## src/inc/lps_pkg.sv

```systemverilog
// Constants and types shared by the low-power stop clock control block
package lps_pkg;

   // Register byte offsets on the APB word map
   localparam logic [7:0] LPS_OFF_CTRL = 8'h00;
   localparam logic [7:0] LPS_OFF_STATUS = 8'h04;
   localparam logic [7:0] LPS_OFF_MASK = 8'h08;
   localparam logic [7:0] LPS_OFF_STATE = 8'h0C;
   localparam logic [7:0] LPS_OFF_COUNT = 8'h10;

   // Control register layout, bit 0 is the last field
   typedef struct packed {
      logic watchdog_pseudo_stop_enable;   // Bit 6
      logic rti_pseudo_stop_enable;        // Bit 5
      logic pseudo_stop_selection;         // Bit 4
      logic pll_select_bit;                // Bit 3
      logic self_clock_interrupt_enable;   // Bit 2
      logic self_clock_mode_enable;        // Bit 1
      logic clock_monitor_enable;          // Bit 0
   } lps_ctrl_t;
   localparam int LPS_CTRL_W = 7;
   localparam lps_ctrl_t LPS_CTRL_RESET = 7'h00;

   // Sticky status bits, the mask register shares this layout
   localparam int LPS_STAT_W = 3;
   localparam int LPS_STAT_SCM_FLAG = 0;   // self_clock_interrupt_flag
   localparam int LPS_STAT_QC_OK = 1;      // Quality check passed
   localparam int LPS_STAT_WAKE = 2;       // Left stop or wait
   localparam logic [2:0] LPS_STAT_RESET = 3'h0;
   localparam logic [2:0] LPS_MASK_RESET = 3'h0;

   // State register bit positions
   localparam int LPS_ST_STOP = 0;
   localparam int LPS_ST_WAIT = 1;
   localparam int LPS_ST_SCM = 2;
   localparam int LPS_ST_ON_PLL = 3;
   localparam int LPS_ST_QC = 4;
   localparam int LPS_ST_ALT_VEC = 5;

   // Oscillator cycles a recovered clock must run before it counts as good
   localparam int LPS_QC_OSC_CYCLES = 4096;

   // Clock and power enables sent to the rest of the chip
   typedef struct packed {
      logic osc;       // Oscillator running
      logic pll;       // PLL powered
      logic core;      // Core clock
      logic sys;       // Remaining system clocks
      logic periodic_interrupt_timer;       // periodic_interrupt_timer clock
      logic wdog;      // watchdog_counter clock
      logic voltage_regulator_lp;   // Low-power request to the voltage_regulator
   } lps_gate_t;
   localparam lps_gate_t LPS_GATE_RESET = 7'h7E;

   // Gating sequence states
   typedef enum logic [2:0] {
      LPS_RUN,
      LPS_DROP_PLL_SELECT_BIT,
      LPS_PLL_OFF,
      LPS_CORE_OFF,
      LPS_STOPPED
   } lps_state_t;

endpackage

```

## src/hw/lps_stop_ctrl.sv

```systemverilog
// Low-power stop, pseudo-stop and self-clock control with APB registers
// Notes on behaviour
// Wait clock loss, all enabled: self-clock, wake
// After wake run on PLL, keep checking
// Stop halts clocks except selected survivors
// Oscillator off in stop unless pseudo-stop
// Counters and dividers freeze, never clear
// Timer and watchdog run in pseudo-stop
// Stop also requests regulator power saving
// Clear PLL select, then PLL, core, system
// Pseudo-stop from self-clock keeps PLL, regulator
// Full stop aborts check, restarts on exit
// External reset restores defaults, run mode
// Loss without self-clock gives monitor reset
// Loss with interrupt enabled wakes in self-clock
// Interrupt disabled: flag set, stay asleep
// Other wake runs on oscillator, select cleared; with self-clock mode still set it resumes on the PLL
// Clock good after fixed oscillator cycle count
// Single-cycle request; stopped only after sequence
`timescale 1ns/1ps
`default_nettype none

module lps_stop_ctrl #(
   parameter int QC_CYCLES = lps_pkg::LPS_QC_OSC_CYCLES,
   parameter int CNT_W = 8
) (
   input wire logic pclk,
   input wire logic presetn,
   input wire logic psel,
   input wire logic penable,
   input wire logic pwrite,
   input wire logic [7:0] paddr,
   input wire logic [31:0] pwdata,
   output logic [31:0] prdata,
   output logic pready,
   output logic pslverr,
   input wire logic stop_req,
   input wire logic wait_req,
   input wire logic clock_fail,
   input wire logic osc_tick,
   input wire logic wake_irq,
   output lps_pkg::lps_gate_t gate,
   output logic stop_active,
   output logic wait_active,
   output logic self_clock_mode,
   output logic sys_on_pll,
   output logic qc_busy,
   output logic clock_monitor_fail_reset,
   output logic alt_reset_vector,
   output logic irq
);

   localparam int QC_W = $clog2(QC_CYCLES);

   // Bus handshake strobes
   logic wr_en;
   logic rd_en;
   logic next_pready;
   logic next_pslverr;
   logic [31:0] next_prdata;

   // Control state
   lps_pkg::lps_ctrl_t ctrl;
   lps_pkg::lps_ctrl_t next_ctrl;
   lps_pkg::lps_state_t state;
   lps_pkg::lps_state_t next_state;
   logic is_wait;               // Current sleep came from a wait request
   logic next_is_wait;
   logic next_scm;
   logic next_qc_busy;
   logic [QC_W-1:0] qc_cnt;     // Oscillator cycles seen since recovery
   logic [QC_W-1:0] next_qc_cnt;
   lps_pkg::lps_gate_t next_gate;
   logic next_stop_active;
   logic next_wait_active;
   logic next_sys_on_pll;
   logic next_cm_reset;
   logic next_alt_vec;
   logic fail_q;                // Last cycle's clock monitor level
   logic [CNT_W-1:0] div_cnt;   // System clock divider
   logic [CNT_W-1:0] rti_cnt;   // periodic_interrupt_timer count
   logic [CNT_W-1:0] wdog_cnt;  // watchdog_counter count
   logic [CNT_W-1:0] next_div_cnt;
   logic [CNT_W-1:0] next_rti_cnt;
   logic [CNT_W-1:0] next_wdog_cnt;

   // Decoded conditions
   logic asleep;       // Wait or pseudo-stop, monitor still alive
   logic full_stop;    // Oscillator off, nothing to monitor
   logic loss_evt;     // New clock failure seen by the monitor
   logic qc_done;
   logic [lps_pkg::LPS_STAT_W-1:0] evt;

   // Interrupt state
   logic [lps_pkg::LPS_STAT_W-1:0] status;
   logic [lps_pkg::LPS_STAT_W-1:0] mask;
   logic [lps_pkg::LPS_STAT_W-1:0] next_status;
   logic [lps_pkg::LPS_STAT_W-1:0] next_mask;
   logic [lps_pkg::LPS_STAT_W-1:0] rd_clr;
   logic next_irq;

   assign wr_en = psel & penable & pready & pwrite;
   assign rd_en = psel & penable & pready & ~pwrite;

   // APB slave: decode in setup, answer with zero wait in access
   always_comb begin
      next_pready = psel & ~penable;
      next_pslverr = 1'b0;
      next_prdata = 32'h0000_0000;
      if (psel && !penable) begin
         case (paddr)
            lps_pkg::LPS_OFF_CTRL: begin
               next_prdata = 32'(ctrl);
            end
            lps_pkg::LPS_OFF_STATUS: begin
               next_prdata = 32'(status);
            end
            lps_pkg::LPS_OFF_MASK: begin
               next_prdata = 32'(mask);
            end
            lps_pkg::LPS_OFF_STATE: begin
               next_prdata[lps_pkg::LPS_ST_STOP] = stop_active;
               next_prdata[lps_pkg::LPS_ST_WAIT] = wait_active;
               next_prdata[lps_pkg::LPS_ST_SCM] = self_clock_mode;
               next_prdata[lps_pkg::LPS_ST_ON_PLL] = sys_on_pll;
               next_prdata[lps_pkg::LPS_ST_QC] = qc_busy;
               next_prdata[lps_pkg::LPS_ST_ALT_VEC] = alt_reset_vector;
            end
            lps_pkg::LPS_OFF_COUNT: begin
               next_prdata = 32'({wdog_cnt, rti_cnt, div_cnt});
            end
            default: begin
               // Unmapped word answers with an error and zero data
               next_pslverr = 1'b1;
            end
         endcase
      end
   end

   // Bus registers
   always_ff @(posedge pclk or negedge presetn) begin
      if (!presetn) begin
         pready <= 1'b0;
         pslverr <= 1'b0;
         prdata <= 32'h0000_0000;
      end else begin
         pready <= next_pready;
         pslverr <= next_pslverr;
         prdata <= next_prdata;
      end
   end

   assign asleep = (state == lps_pkg::LPS_STOPPED) && (is_wait || ctrl.pseudo_stop_selection);
   assign full_stop = (state == lps_pkg::LPS_STOPPED) && !is_wait
                      && !ctrl.pseudo_stop_selection;
   // Monitor cannot see a loss while the oscillator itself is off
   assign loss_evt = ctrl.clock_monitor_enable && clock_fail && !fail_q && !full_stop;
   assign qc_done = qc_busy && !full_stop && !clock_fail && osc_tick
                    && (qc_cnt == QC_W'(QC_CYCLES - 1));

   // Mode sequencer, self-clock tracking, quality check and counters
   always_comb begin
      next_ctrl = ctrl;
      next_state = state;
      next_is_wait = is_wait;
      next_scm = self_clock_mode;
      next_qc_busy = qc_busy;
      next_qc_cnt = qc_cnt;
      next_cm_reset = 1'b0;
      next_alt_vec = alt_reset_vector;
      evt = '0;
      if (wr_en && paddr == lps_pkg::LPS_OFF_CTRL) begin
         next_ctrl = lps_pkg::lps_ctrl_t'(pwdata[lps_pkg::LPS_CTRL_W-1:0]);
      end
      // Quality checker: any failure restarts the window
      if (qc_busy) begin
         if (full_stop) begin
            // Aborted check holds at zero so exit starts a whole window
            next_qc_cnt = '0;
         end else if (clock_fail) begin
            next_qc_cnt = '0;
         end else if (qc_done) begin
            // Oscillator good again, leave self-clock mode
            next_qc_busy = 1'b0;
            next_scm = 1'b0;
            next_qc_cnt = '0;
            evt[lps_pkg::LPS_STAT_QC_OK] = 1'b1;
         end else if (osc_tick) begin
            next_qc_cnt = qc_cnt + QC_W'(1);
         end
      end
      case (state)
         lps_pkg::LPS_RUN: begin
            // A new request is only taken from run mode
            if (stop_req || wait_req) begin
               next_state = lps_pkg::LPS_DROP_PLL_SELECT_BIT;
               next_is_wait = wait_req && !stop_req;
            end
         end
         lps_pkg::LPS_DROP_PLL_SELECT_BIT: begin
            next_state = lps_pkg::LPS_PLL_OFF;
         end
         lps_pkg::LPS_PLL_OFF: begin
            next_state = lps_pkg::LPS_CORE_OFF;
         end
         lps_pkg::LPS_CORE_OFF: begin
            next_state = lps_pkg::LPS_STOPPED;
         end
         lps_pkg::LPS_STOPPED: begin
            // Any other wake source resumes on the oscillator clock, or on the PLL if self-clock mode is still set
            if (wake_irq) begin
               next_state = lps_pkg::LPS_RUN;
            end
         end
         default: begin
            next_state = lps_pkg::LPS_RUN;
         end
      endcase
      // Clock loss outranks the sequence and ordinary wake-ups
      if (loss_evt) begin
         if (!ctrl.self_clock_mode_enable) begin
            // Monitor reset: defaults back, alternate vector fetched
            next_cm_reset = 1'b1;
            next_alt_vec = 1'b1;
            next_ctrl = lps_pkg::LPS_CTRL_RESET;
            next_state = lps_pkg::LPS_RUN;
            next_is_wait = 1'b0;
            next_scm = 1'b0;
            next_qc_busy = 1'b0;
            next_qc_cnt = '0;
         end else begin
            // Flag is set even when it may not wake the device
            evt[lps_pkg::LPS_STAT_SCM_FLAG] = 1'b1;
            next_scm = 1'b1;
            next_qc_busy = 1'b1;
            next_qc_cnt = '0;
            if (asleep && ctrl.self_clock_interrupt_enable) begin
               next_state = lps_pkg::LPS_RUN;
            end else if (asleep) begin
               next_state = lps_pkg::LPS_STOPPED;
            end
         end
      end
      if (state == lps_pkg::LPS_STOPPED && next_state == lps_pkg::LPS_RUN) begin
         evt[lps_pkg::LPS_STAT_WAKE] = 1'b1;
         next_is_wait = 1'b0;
      end
      // PLL select stays cleared for the whole sequence and sleep
      if (next_state != lps_pkg::LPS_RUN) begin
         next_ctrl.pll_select_bit = 1'b0;
      end
   end

   // Clock and power enables follow the next state
   always_comb begin
      next_gate.core = (next_state == lps_pkg::LPS_RUN)
                       || (next_state == lps_pkg::LPS_DROP_PLL_SELECT_BIT)
                       || (next_state == lps_pkg::LPS_PLL_OFF);
      next_gate.sys = (next_state != lps_pkg::LPS_STOPPED);
      // Self-clock needs the PLL while asleep; full stop drops it
      next_gate.pll = (next_state == lps_pkg::LPS_RUN)
                      || (next_state == lps_pkg::LPS_DROP_PLL_SELECT_BIT)
                      || (next_scm && (next_is_wait || next_ctrl.pseudo_stop_selection));
      next_gate.osc = !(next_state == lps_pkg::LPS_STOPPED && !next_is_wait
                        && !next_ctrl.pseudo_stop_selection);
      next_gate.periodic_interrupt_timer = (next_state != lps_pkg::LPS_STOPPED) || next_is_wait
                      || (next_ctrl.pseudo_stop_selection
                          && next_ctrl.rti_pseudo_stop_enable);
      next_gate.wdog = (next_state != lps_pkg::LPS_STOPPED) || next_is_wait
                       || (next_ctrl.pseudo_stop_selection
                           && next_ctrl.watchdog_pseudo_stop_enable);
      // Wait never lowers the regulator; self-clock pseudo-stop keeps it up
      next_gate.voltage_regulator_lp = (next_state == lps_pkg::LPS_STOPPED) && !next_is_wait
                          && !(next_ctrl.pseudo_stop_selection && next_scm);
      next_stop_active = (next_state == lps_pkg::LPS_STOPPED) && !next_is_wait;
      next_wait_active = (next_state == lps_pkg::LPS_STOPPED) && next_is_wait;
      next_sys_on_pll = next_scm
                        || (next_ctrl.pll_select_bit && next_state == lps_pkg::LPS_RUN);
      // Counters advance only on their own enabled clock, else freeze
      next_div_cnt = gate.sys ? div_cnt + CNT_W'(1) : div_cnt;
      next_rti_cnt = gate.periodic_interrupt_timer ? rti_cnt + CNT_W'(1) : rti_cnt;
      next_wdog_cnt = gate.wdog ? wdog_cnt + CNT_W'(1) : wdog_cnt;
   end

   // Control registers; external reset restores every default at once
   always_ff @(posedge pclk or negedge presetn) begin
      if (!presetn) begin
         ctrl <= lps_pkg::LPS_CTRL_RESET;
         state <= lps_pkg::LPS_RUN;
         is_wait <= 1'b0;
         self_clock_mode <= 1'b0;
         qc_busy <= 1'b0;
         qc_cnt <= '0;
         gate <= lps_pkg::LPS_GATE_RESET;
         stop_active <= 1'b0;
         wait_active <= 1'b0;
         sys_on_pll <= 1'b0;
         clock_monitor_fail_reset <= 1'b0;
         alt_reset_vector <= 1'b0;
         fail_q <= 1'b0;
         div_cnt <= '0;
         rti_cnt <= '0;
         wdog_cnt <= '0;
      end else begin
         ctrl <= next_ctrl;
         state <= next_state;
         is_wait <= next_is_wait;
         self_clock_mode <= next_scm;
         qc_busy <= next_qc_busy;
         qc_cnt <= next_qc_cnt;
         gate <= next_gate;
         stop_active <= next_stop_active;
         wait_active <= next_wait_active;
         sys_on_pll <= next_sys_on_pll;
         clock_monitor_fail_reset <= next_cm_reset;
         alt_reset_vector <= next_alt_vec;
         fail_q <= clock_fail;
         div_cnt <= next_div_cnt;
         rti_cnt <= next_rti_cnt;
         wdog_cnt <= next_wdog_cnt;
      end
   end

   // Read clears only what the reader saw, so a late set is kept
   always_comb begin
      rd_clr = '0;
      if (rd_en && paddr == lps_pkg::LPS_OFF_STATUS) begin
         rd_clr = prdata[lps_pkg::LPS_STAT_W-1:0];
      end
      next_mask = mask;
      if (wr_en && paddr == lps_pkg::LPS_OFF_MASK) begin
         next_mask = pwdata[lps_pkg::LPS_STAT_W-1:0];
      end
      next_status = (status & ~rd_clr) | evt;
      next_irq = |(next_status & next_mask);
   end

   // Interrupt registers
   always_ff @(posedge pclk or negedge presetn) begin
      if (!presetn) begin
         status <= lps_pkg::LPS_STAT_RESET;
         mask <= lps_pkg::LPS_MASK_RESET;
         irq <= 1'b0;
      end else begin
         status <= next_status;
         mask <= next_mask;
         irq <= next_irq;
      end
   end
endmodule

`default_nettype wire

```

## config.mk

```make
export PLATFORM = sky130hd
export DESIGN_NAME = lps_stop_ctrl
export DESIGN_NICKNAME = d
export VERILOG_FILES = /design/src/inc/lps_pkg.sv /design/src/hw/lps_stop_ctrl.sv
export SDC_FILE = /design/constraint.sdc
export NUM_CORES = 1
export LEC_CHECK = 0
export ABC_CLOCK_PERIOD_IN_PS = 4350
export BUFFER_PORTS_ARGS = -buffer_cell sky130_fd_sc_hd__buf_2
export CAP_MARGIN = 15
export CORE_MARGIN = 5
export CORE_UTILIZATION = 60
export CTS_BUF_LIST = sky130_fd_sc_hd__clkbuf_4
export DETAILED_ROUTE_END_ITERATION = 12
export HOLD_SLACK_MARGIN = 0.15
export PLACE_DENSITY = 0.88
export SYNTH_ARGS = -nofsm -noshare
export SYNTH_HDL_FRONTEND = slang
export SYNTH_SLANG_ARGS = --single-unit
```

## constraint.sdc

```tcl
create_clock -name pclk -period 4.35 [get_ports pclk]
set_input_delay 0.6525 -clock pclk [delete_from_list [all_inputs] [get_ports pclk]]
set_output_delay 0.6525 -clock pclk [all_outputs]
set_load 0.05 [all_outputs]
```

# ---- Word-level counts from Yosys, hierarchy flattened
# Index checks and enable logic that the tools add are counted.
dict set report op_classes {
  n_addsub 4
  bitwise 12
  muxes 48
  n_reduce_logical 57
  n_eq_ne 13
}
# operator count
set ops {}
lappend ops {{12-bit 2-to-1 mux} 6}
lappend ops {{18-bit one-hot mux with 2 select lines} 1}
lappend ops {{32-bit 2-to-1 mux} 1}
lappend ops {{6-bit one-hot mux with 5 select lines} 1}
lappend ops {{1-bit 2-to-1 mux} 27}
lappend ops {{1-bit logical AND} 26}
lappend ops {{8-bit by 1-bit adder with 8-bit output (second input constant)} 3}
lappend ops {{3-bit 2-to-1 mux} 8}
lappend ops {{7-bit 2-to-1 mux} 3}
lappend ops {{8-bit by 4-bit equality test with 1-bit output (second input constant)} 2}
lappend ops {{3-bit one-hot mux with 5 select lines} 1}
lappend ops {{12-bit by 1-bit adder with 12-bit output (second input constant)} 1}
lappend ops {{12-bit equality test (second input constant)} 1}
lappend ops {{1-bit zero test} 11}
lappend ops {{1-bit logical OR} 10}
lappend ops {{3-bit by 2-bit equality test with 1-bit output (second input constant)} 3}
lappend ops {{8-bit by 3-bit equality test with 1-bit output (second input constant)} 1}
lappend ops {{8-bit by 5-bit equality test with 1-bit output (second input constant)} 1}
lappend ops {{8-bit zero test} 1}
lappend ops {{3-bit bitwise AND} 2}
lappend ops {{3-bit by 1-bit equality test with 1-bit output (second input constant)} 2}
lappend ops {{3-bit equality test (second input constant)} 2}
lappend ops {{3-bit zero test} 2}
lappend ops {{1-bit bitwise AND} 5}
lappend ops {{other kinds (10)} 13}
dict set report totals {
  regBits 103
  word_cells 168
  inputBits 50
  out_inout_bits 49
}

# ---- Depth between registers and ports, before layout
dict set report depth {
  word_depth 16
  ltp_mapped 8
  depth_no_buf 7
}

# ---- Least setup slack after synthesis
# Ideal clock, no wire load.
dict set report synth_path {
  kind {input port to flip-flop}
  startpoint {in paddr[4]}
  endpoint {reg irq}
  t_required_ns 4.224
  path_slack_ns 2.004
  arrival_time_ns 2.220
  stages 5
  path_buffers 0
  setup_ns 0.126
  path_cell_list {or4b_4 > nor4_4 > mux2_4 > and2_1 > a221o_1}
}
dict set report synth_via {
  elab_cells_between_ends 11
  classes_between {eq/ne (2); mux (2); bitwise (4); reduce/logical (3)}
}
# item line_no
set synth_rtl {}
lappend synth_rtl {{from (decl)} lps_stop_ctrl.sv:32} ;# input wire logic [7:0] paddr,
lappend synth_rtl {{8-bit by 4-bit equality test with 1-bit output} lps_stop_ctrl.sv:331} ;# if (wr_en && paddr == lps_pkg::LPS_OFF_MASK) begin
lappend synth_rtl {{1-bit logical AND} lps_stop_ctrl.sv:331}
lappend synth_rtl {{3-bit 2-to-1 mux} lps_stop_ctrl.sv:331}
lappend synth_rtl {{named net next_mask, one bit} lps_stop_ctrl.sv:98} ;# logic [lps_pkg::LPS_STAT_W-1:0] next_mask;
lappend synth_rtl {{3-bit bitwise AND} lps_stop_ctrl.sv:335} ;# next_irq = |(next_status & next_mask);
lappend synth_rtl {{3-bit OR reduction} lps_stop_ctrl.sv:335}
lappend synth_rtl {{named net next_irq} lps_stop_ctrl.sv:100} ;# logic next_irq;
lappend synth_rtl {{to (signal assigned)} lps_stop_ctrl.sv:347} ;# irq <= next_irq;
lappend synth_rtl {{to (decl)} lps_stop_ctrl.sv:50} ;# output logic irq
# The timed path passes the listed nets, and every way through them passes these cells.
# A chain may end at the register's enable or synchronous reset.

==> qor_table.md <==
| Quantity | This run | Unit |
|:---|:---|:---|
| Library cells used by synthesis | 59 | - |
| Largest cells by area after synthesis | sky130_fd_sc_hd__dfrtp_1 (53%), sky130_fd_sc_hd__dfstp_2 (3.7%), sky130_fd_sc_hd__and3_1 (3.4%) | - |
| Sequential element share of the synthesized area | 56.6 | % |
| I/O Pins | 99 | - |
| Post-synthesis cell count | 372 | - |
| Instance count after placement with tap cells included | 521 | - |
| P&R area growth vs syn | 11.9 | % |
| Async set or reset register ratio after synthesis | 100 | % |
| Remaining antenna violation count after routing | 0 | - |
| Post-route standard cell area excluding fillers | 0.00471 | mm2 |
| Clock tree sinks | 95 | - |
| RSZ-0062 raised after global routing | no | - |
| Horizontal die dimension | 93.8 | um |
| Sum of net half-perimeters after detailed placement | 6330 | um |
| Aggregate global-route resource usage | 21.1 | % |
| Fill count | 541 | - |
| Worst reg-to-reg path cell count | 7 | - |
| Bufs on Longest Clock Path | 2 | - |
| Leakage dissipation | 2.37 | nW |
| Number of pins exceeding their max-slew limit in the final report | 0 | - |
| Startpoint type of the worst setup path | register | - |
| Hold WC Path Type | primary input to asynchronous set/reset pin | - |
| Finished Layout Cells | 537 | - |
| Count of unresolved DRC violations after routing | 0 | - |
| Number of core rows | 30 | - |
| Number of detailed-route iterations in the first pass | 4 | - |
| TritonCTS clock tree | built | - |
| Routability congestion estimate | 0.868 | - |
| CP required | 4.68 | ns |
| Hold-fix buffer count after cts | 0 | - |
| Startpoint-to-endpoint class of the critical path | register to register | - |
| Largest net degree at the start of global routing | 62 | - |
| Total global routing overflow | 0 | - |
| Final sum of negative setup slack | 0 | ns |
| Most used DFF post-synth | sky130_fd_sc_hd__dfrtp_1 | - |
| Resize count post-CTS | 0 | - |
| Number of buffers created by CTS | 9 | - |
| Post-layout worst setup margin | 2.08 | ns |
| Clock edge transition at the registers on the reported setup and hold paths | 0.16 | ns |
| Final net count | 490 | - |
| Maximum frequency from static timing analysis | 440 | MHz |
| Syn Std Cell Area | 0.00421 | mm2 |
| Worst hold margin | 0.252 | ns |
| Clk Latency, worst-skew pair | 0.43 | ns |
| Final count of hold timing violations | 0 | - |
| Post-CTS Setup Repair Bufs | 0 | - |
| Global-route wire length before repair | 14600 | um |
| Worst clock skew | 0.0173 | ns |
| Number of global-route vias before repair | 3068 | - |
| Area enclosed by the die boundary | 0.00880 | mm2 |
| Worst setup timing slack at the placement stage | 1.74 | ns |
| Top post-synthesis cells by count | sky130_fd_sc_hd__dfrtp_1 (89), sky130_fd_sc_hd__nor2_1 (29), sky130_fd_sc_hd__nand2_1 (26) | - |
| DRT iter0 DRCs | 173 | - |
| Cell area reported after detailed placement | 0.00457 | mm2 |
| Average routed wire per standard cell | 16.3 | um |
| Antenna violations before repair | 0 | - |
| Antenna cell count | 0 | - |
| Top-area cell type share of the netlist area | 52.9 | % |
| Root Buffer | sky130_fd_sc_hd__clkbuf_4 | - |
| Share of the core filled with cells in the final layout | 69.0 | % |
| Max cap viols | 0 | - |
| Pwr Density | 496 | mW/mm2 |
| Number of input and output port buffers inserted | 65 | - |
| Post-route total power | 2.34 | mW |
| Maximum fanout count along the critical path | 11 | - |
| Area leader, netlist | sky130_fd_sc_hd__dfrtp_1 | - |
| Setup-violating endpoint count in the final report | 0 | - |
| Arrival time of the worst setup path | 2.60 | ns |
| Wire length reported by the detailed router | 8730 | um |
| Mapped Avg Cell Area | 11.3 | um2 |
| Syn. warnings | 0 | - |
| Number of synthesized flops with an enable pin | 0 | - |
| Most frequent cell after synthesis | sky130_fd_sc_hd__dfrtp_1 | - |
| Share of layout cells above drive strength 1 | 25.2 | % |
| Count of state elements after synthesis | 95 | - |
| Category of the worst setup path capture point | register | - |
| Core region area | 0.00683 | mm2 |
| Max rail drop VDD | 0.000360 | V |
| Transition time at the pin with the least slew margin | 0.762 | ns |
| Headroom to the max-slew limit | 49.2 | % |
| Die Ht | 93.8 | um |
| Total via count after detailed routing | 3062 | - |
| Final Cycle Share | 52.3 | % |
| Depth of the CTS H-tree | 3 | - |
| Vias per cell | 5.70 | - |
| Starting utilization of the core area | 61.7 | % |
| Status | finished, final reports clean | - |
| Final critical delay including setup and external delays | 2.27 | ns |
-- flip-flops by register name, indices dropped and copies added (netlist names), 3 cells and up --
| name | flops |
|---|---|
| ctrl | 7 |
| div_cnt | 8 |
| gate | 7 |
| mask | 3 |
| prdata | 24 |
| qc_cnt | 12 |
| rti_cnt | 8 |
| state | 3 |
| status | 3 |
| wdog_cnt | 8 |
-- critical path: stages, from the launching register on --
cell,delay (ns)
sky130_fd_sc_hd__dfrtp_1,0.51
sky130_fd_sc_hd__nor3b_4,0.42
sky130_fd_sc_hd__a21oi_2,0.24
sky130_fd_sc_hd__nand2_1,0.27
sky130_fd_sc_hd__inv_2,0.16
sky130_fd_sc_hd__a211oi_1,0.31
sky130_fd_sc_hd__nor2_2,0.13
sky130_fd_sc_hd__o21a_1,0.14
-- area by class of cell --
class                   count  area [um2]  area share, %
clock buffers               9        67.6           1.43
flip-flops and latches     95        2380           50.6
clock inverters             7        77.6           1.65
repair buffers             67         343           7.27
inverters                   7        26.3          0.557
multi-input cells         256        1700           36.0
well taps                  96         120           2.55
-- where the power goes --
part           switching [mW]  internal [mW]  leakage [nW]
Combinational           0.377          0.232          1.05
Sequential              0.178           1.06          1.24
Clock                   0.304          0.183        0.0826
-- logic make-up (layout without fill, tap and decap cells) --
group | after synthesis | count (layout) | synth area share [%]
AND/OR/NAND/NOR | 128 | 128 | 17.0
flip-flops | 95 | 95 | 56.6
AO/OA/AOI/OAI | 76 | 76 | 12.1
buffers and inverters | 28 | 90 | 3.77
XOR/XNOR | 25 | 25 | 5.20
multiplexers | 15 | 15 | 3.95
adder cells (fa/ha/maj) | 4 | 4 | 1.19
other | 1 | 8 | 0.0890
-- final timing paths --
check | startpoint | to | slack [ns]
worst max-delay path | state[1] | gate[0] | 2.08
max in group asynchronous | presetn | gate[2] | 3.16
worst min register to register | wdog_cnt[7] | wdog_cnt[7] | 0.47
min in group pclk | clock_fail | fail_q | 0.39
worst min-delay path | presetn | prdata[17] | 0.25
worst max register to register | state[1] | gate[0] | 2.08
-- metal layers --
layer / up-vias / routed length [um] / track usage [%]
met5: - / 0 / 0
met4: 0 / 104 / 6.98
met3: 9 / 607 / 4.41
met2: 100 / 4150 / 34.1
met1: 1494 / 3870 / 28.6
li1: 1459 / - / -
-- layout by cell type, fill, tap and decap left out, drive strengths merged, types with 4 or more instances in the layout --
| cell | netlist | layout |
|---|---|---|
| dfrtp | 89 | 89 |
| nand2 | 26 | 26 |
| xor2 | 12 | 12 |
| nor3 | 4 | 4 |
| buf | 15 | 67 |
| clkbuf | 6 | 9 |
| ha | 4 | 4 |
| mux2i | 5 | 5 |
| xnor2 | 13 | 13 |
| mux2 | 10 | 10 |
| inv | 7 | 10 |
| nand4 | 11 | 11 |
| conb | 1 | 8 |
| dfstp | 6 | 6 |
| o31ai | 5 | 5 |
| a21oi | 20 | 20 |
| o21a | 4 | 4 |
| and3 | 23 | 23 |
| nand3 | 7 | 7 |
| or3 | 4 | 4 |
| o21ai | 15 | 15 |
| o211ai | 5 | 5 |
| nor2 | 30 | 30 |
| a22oi | 9 | 9 |
Note: power is estimated with default switching activity, not from simulation.
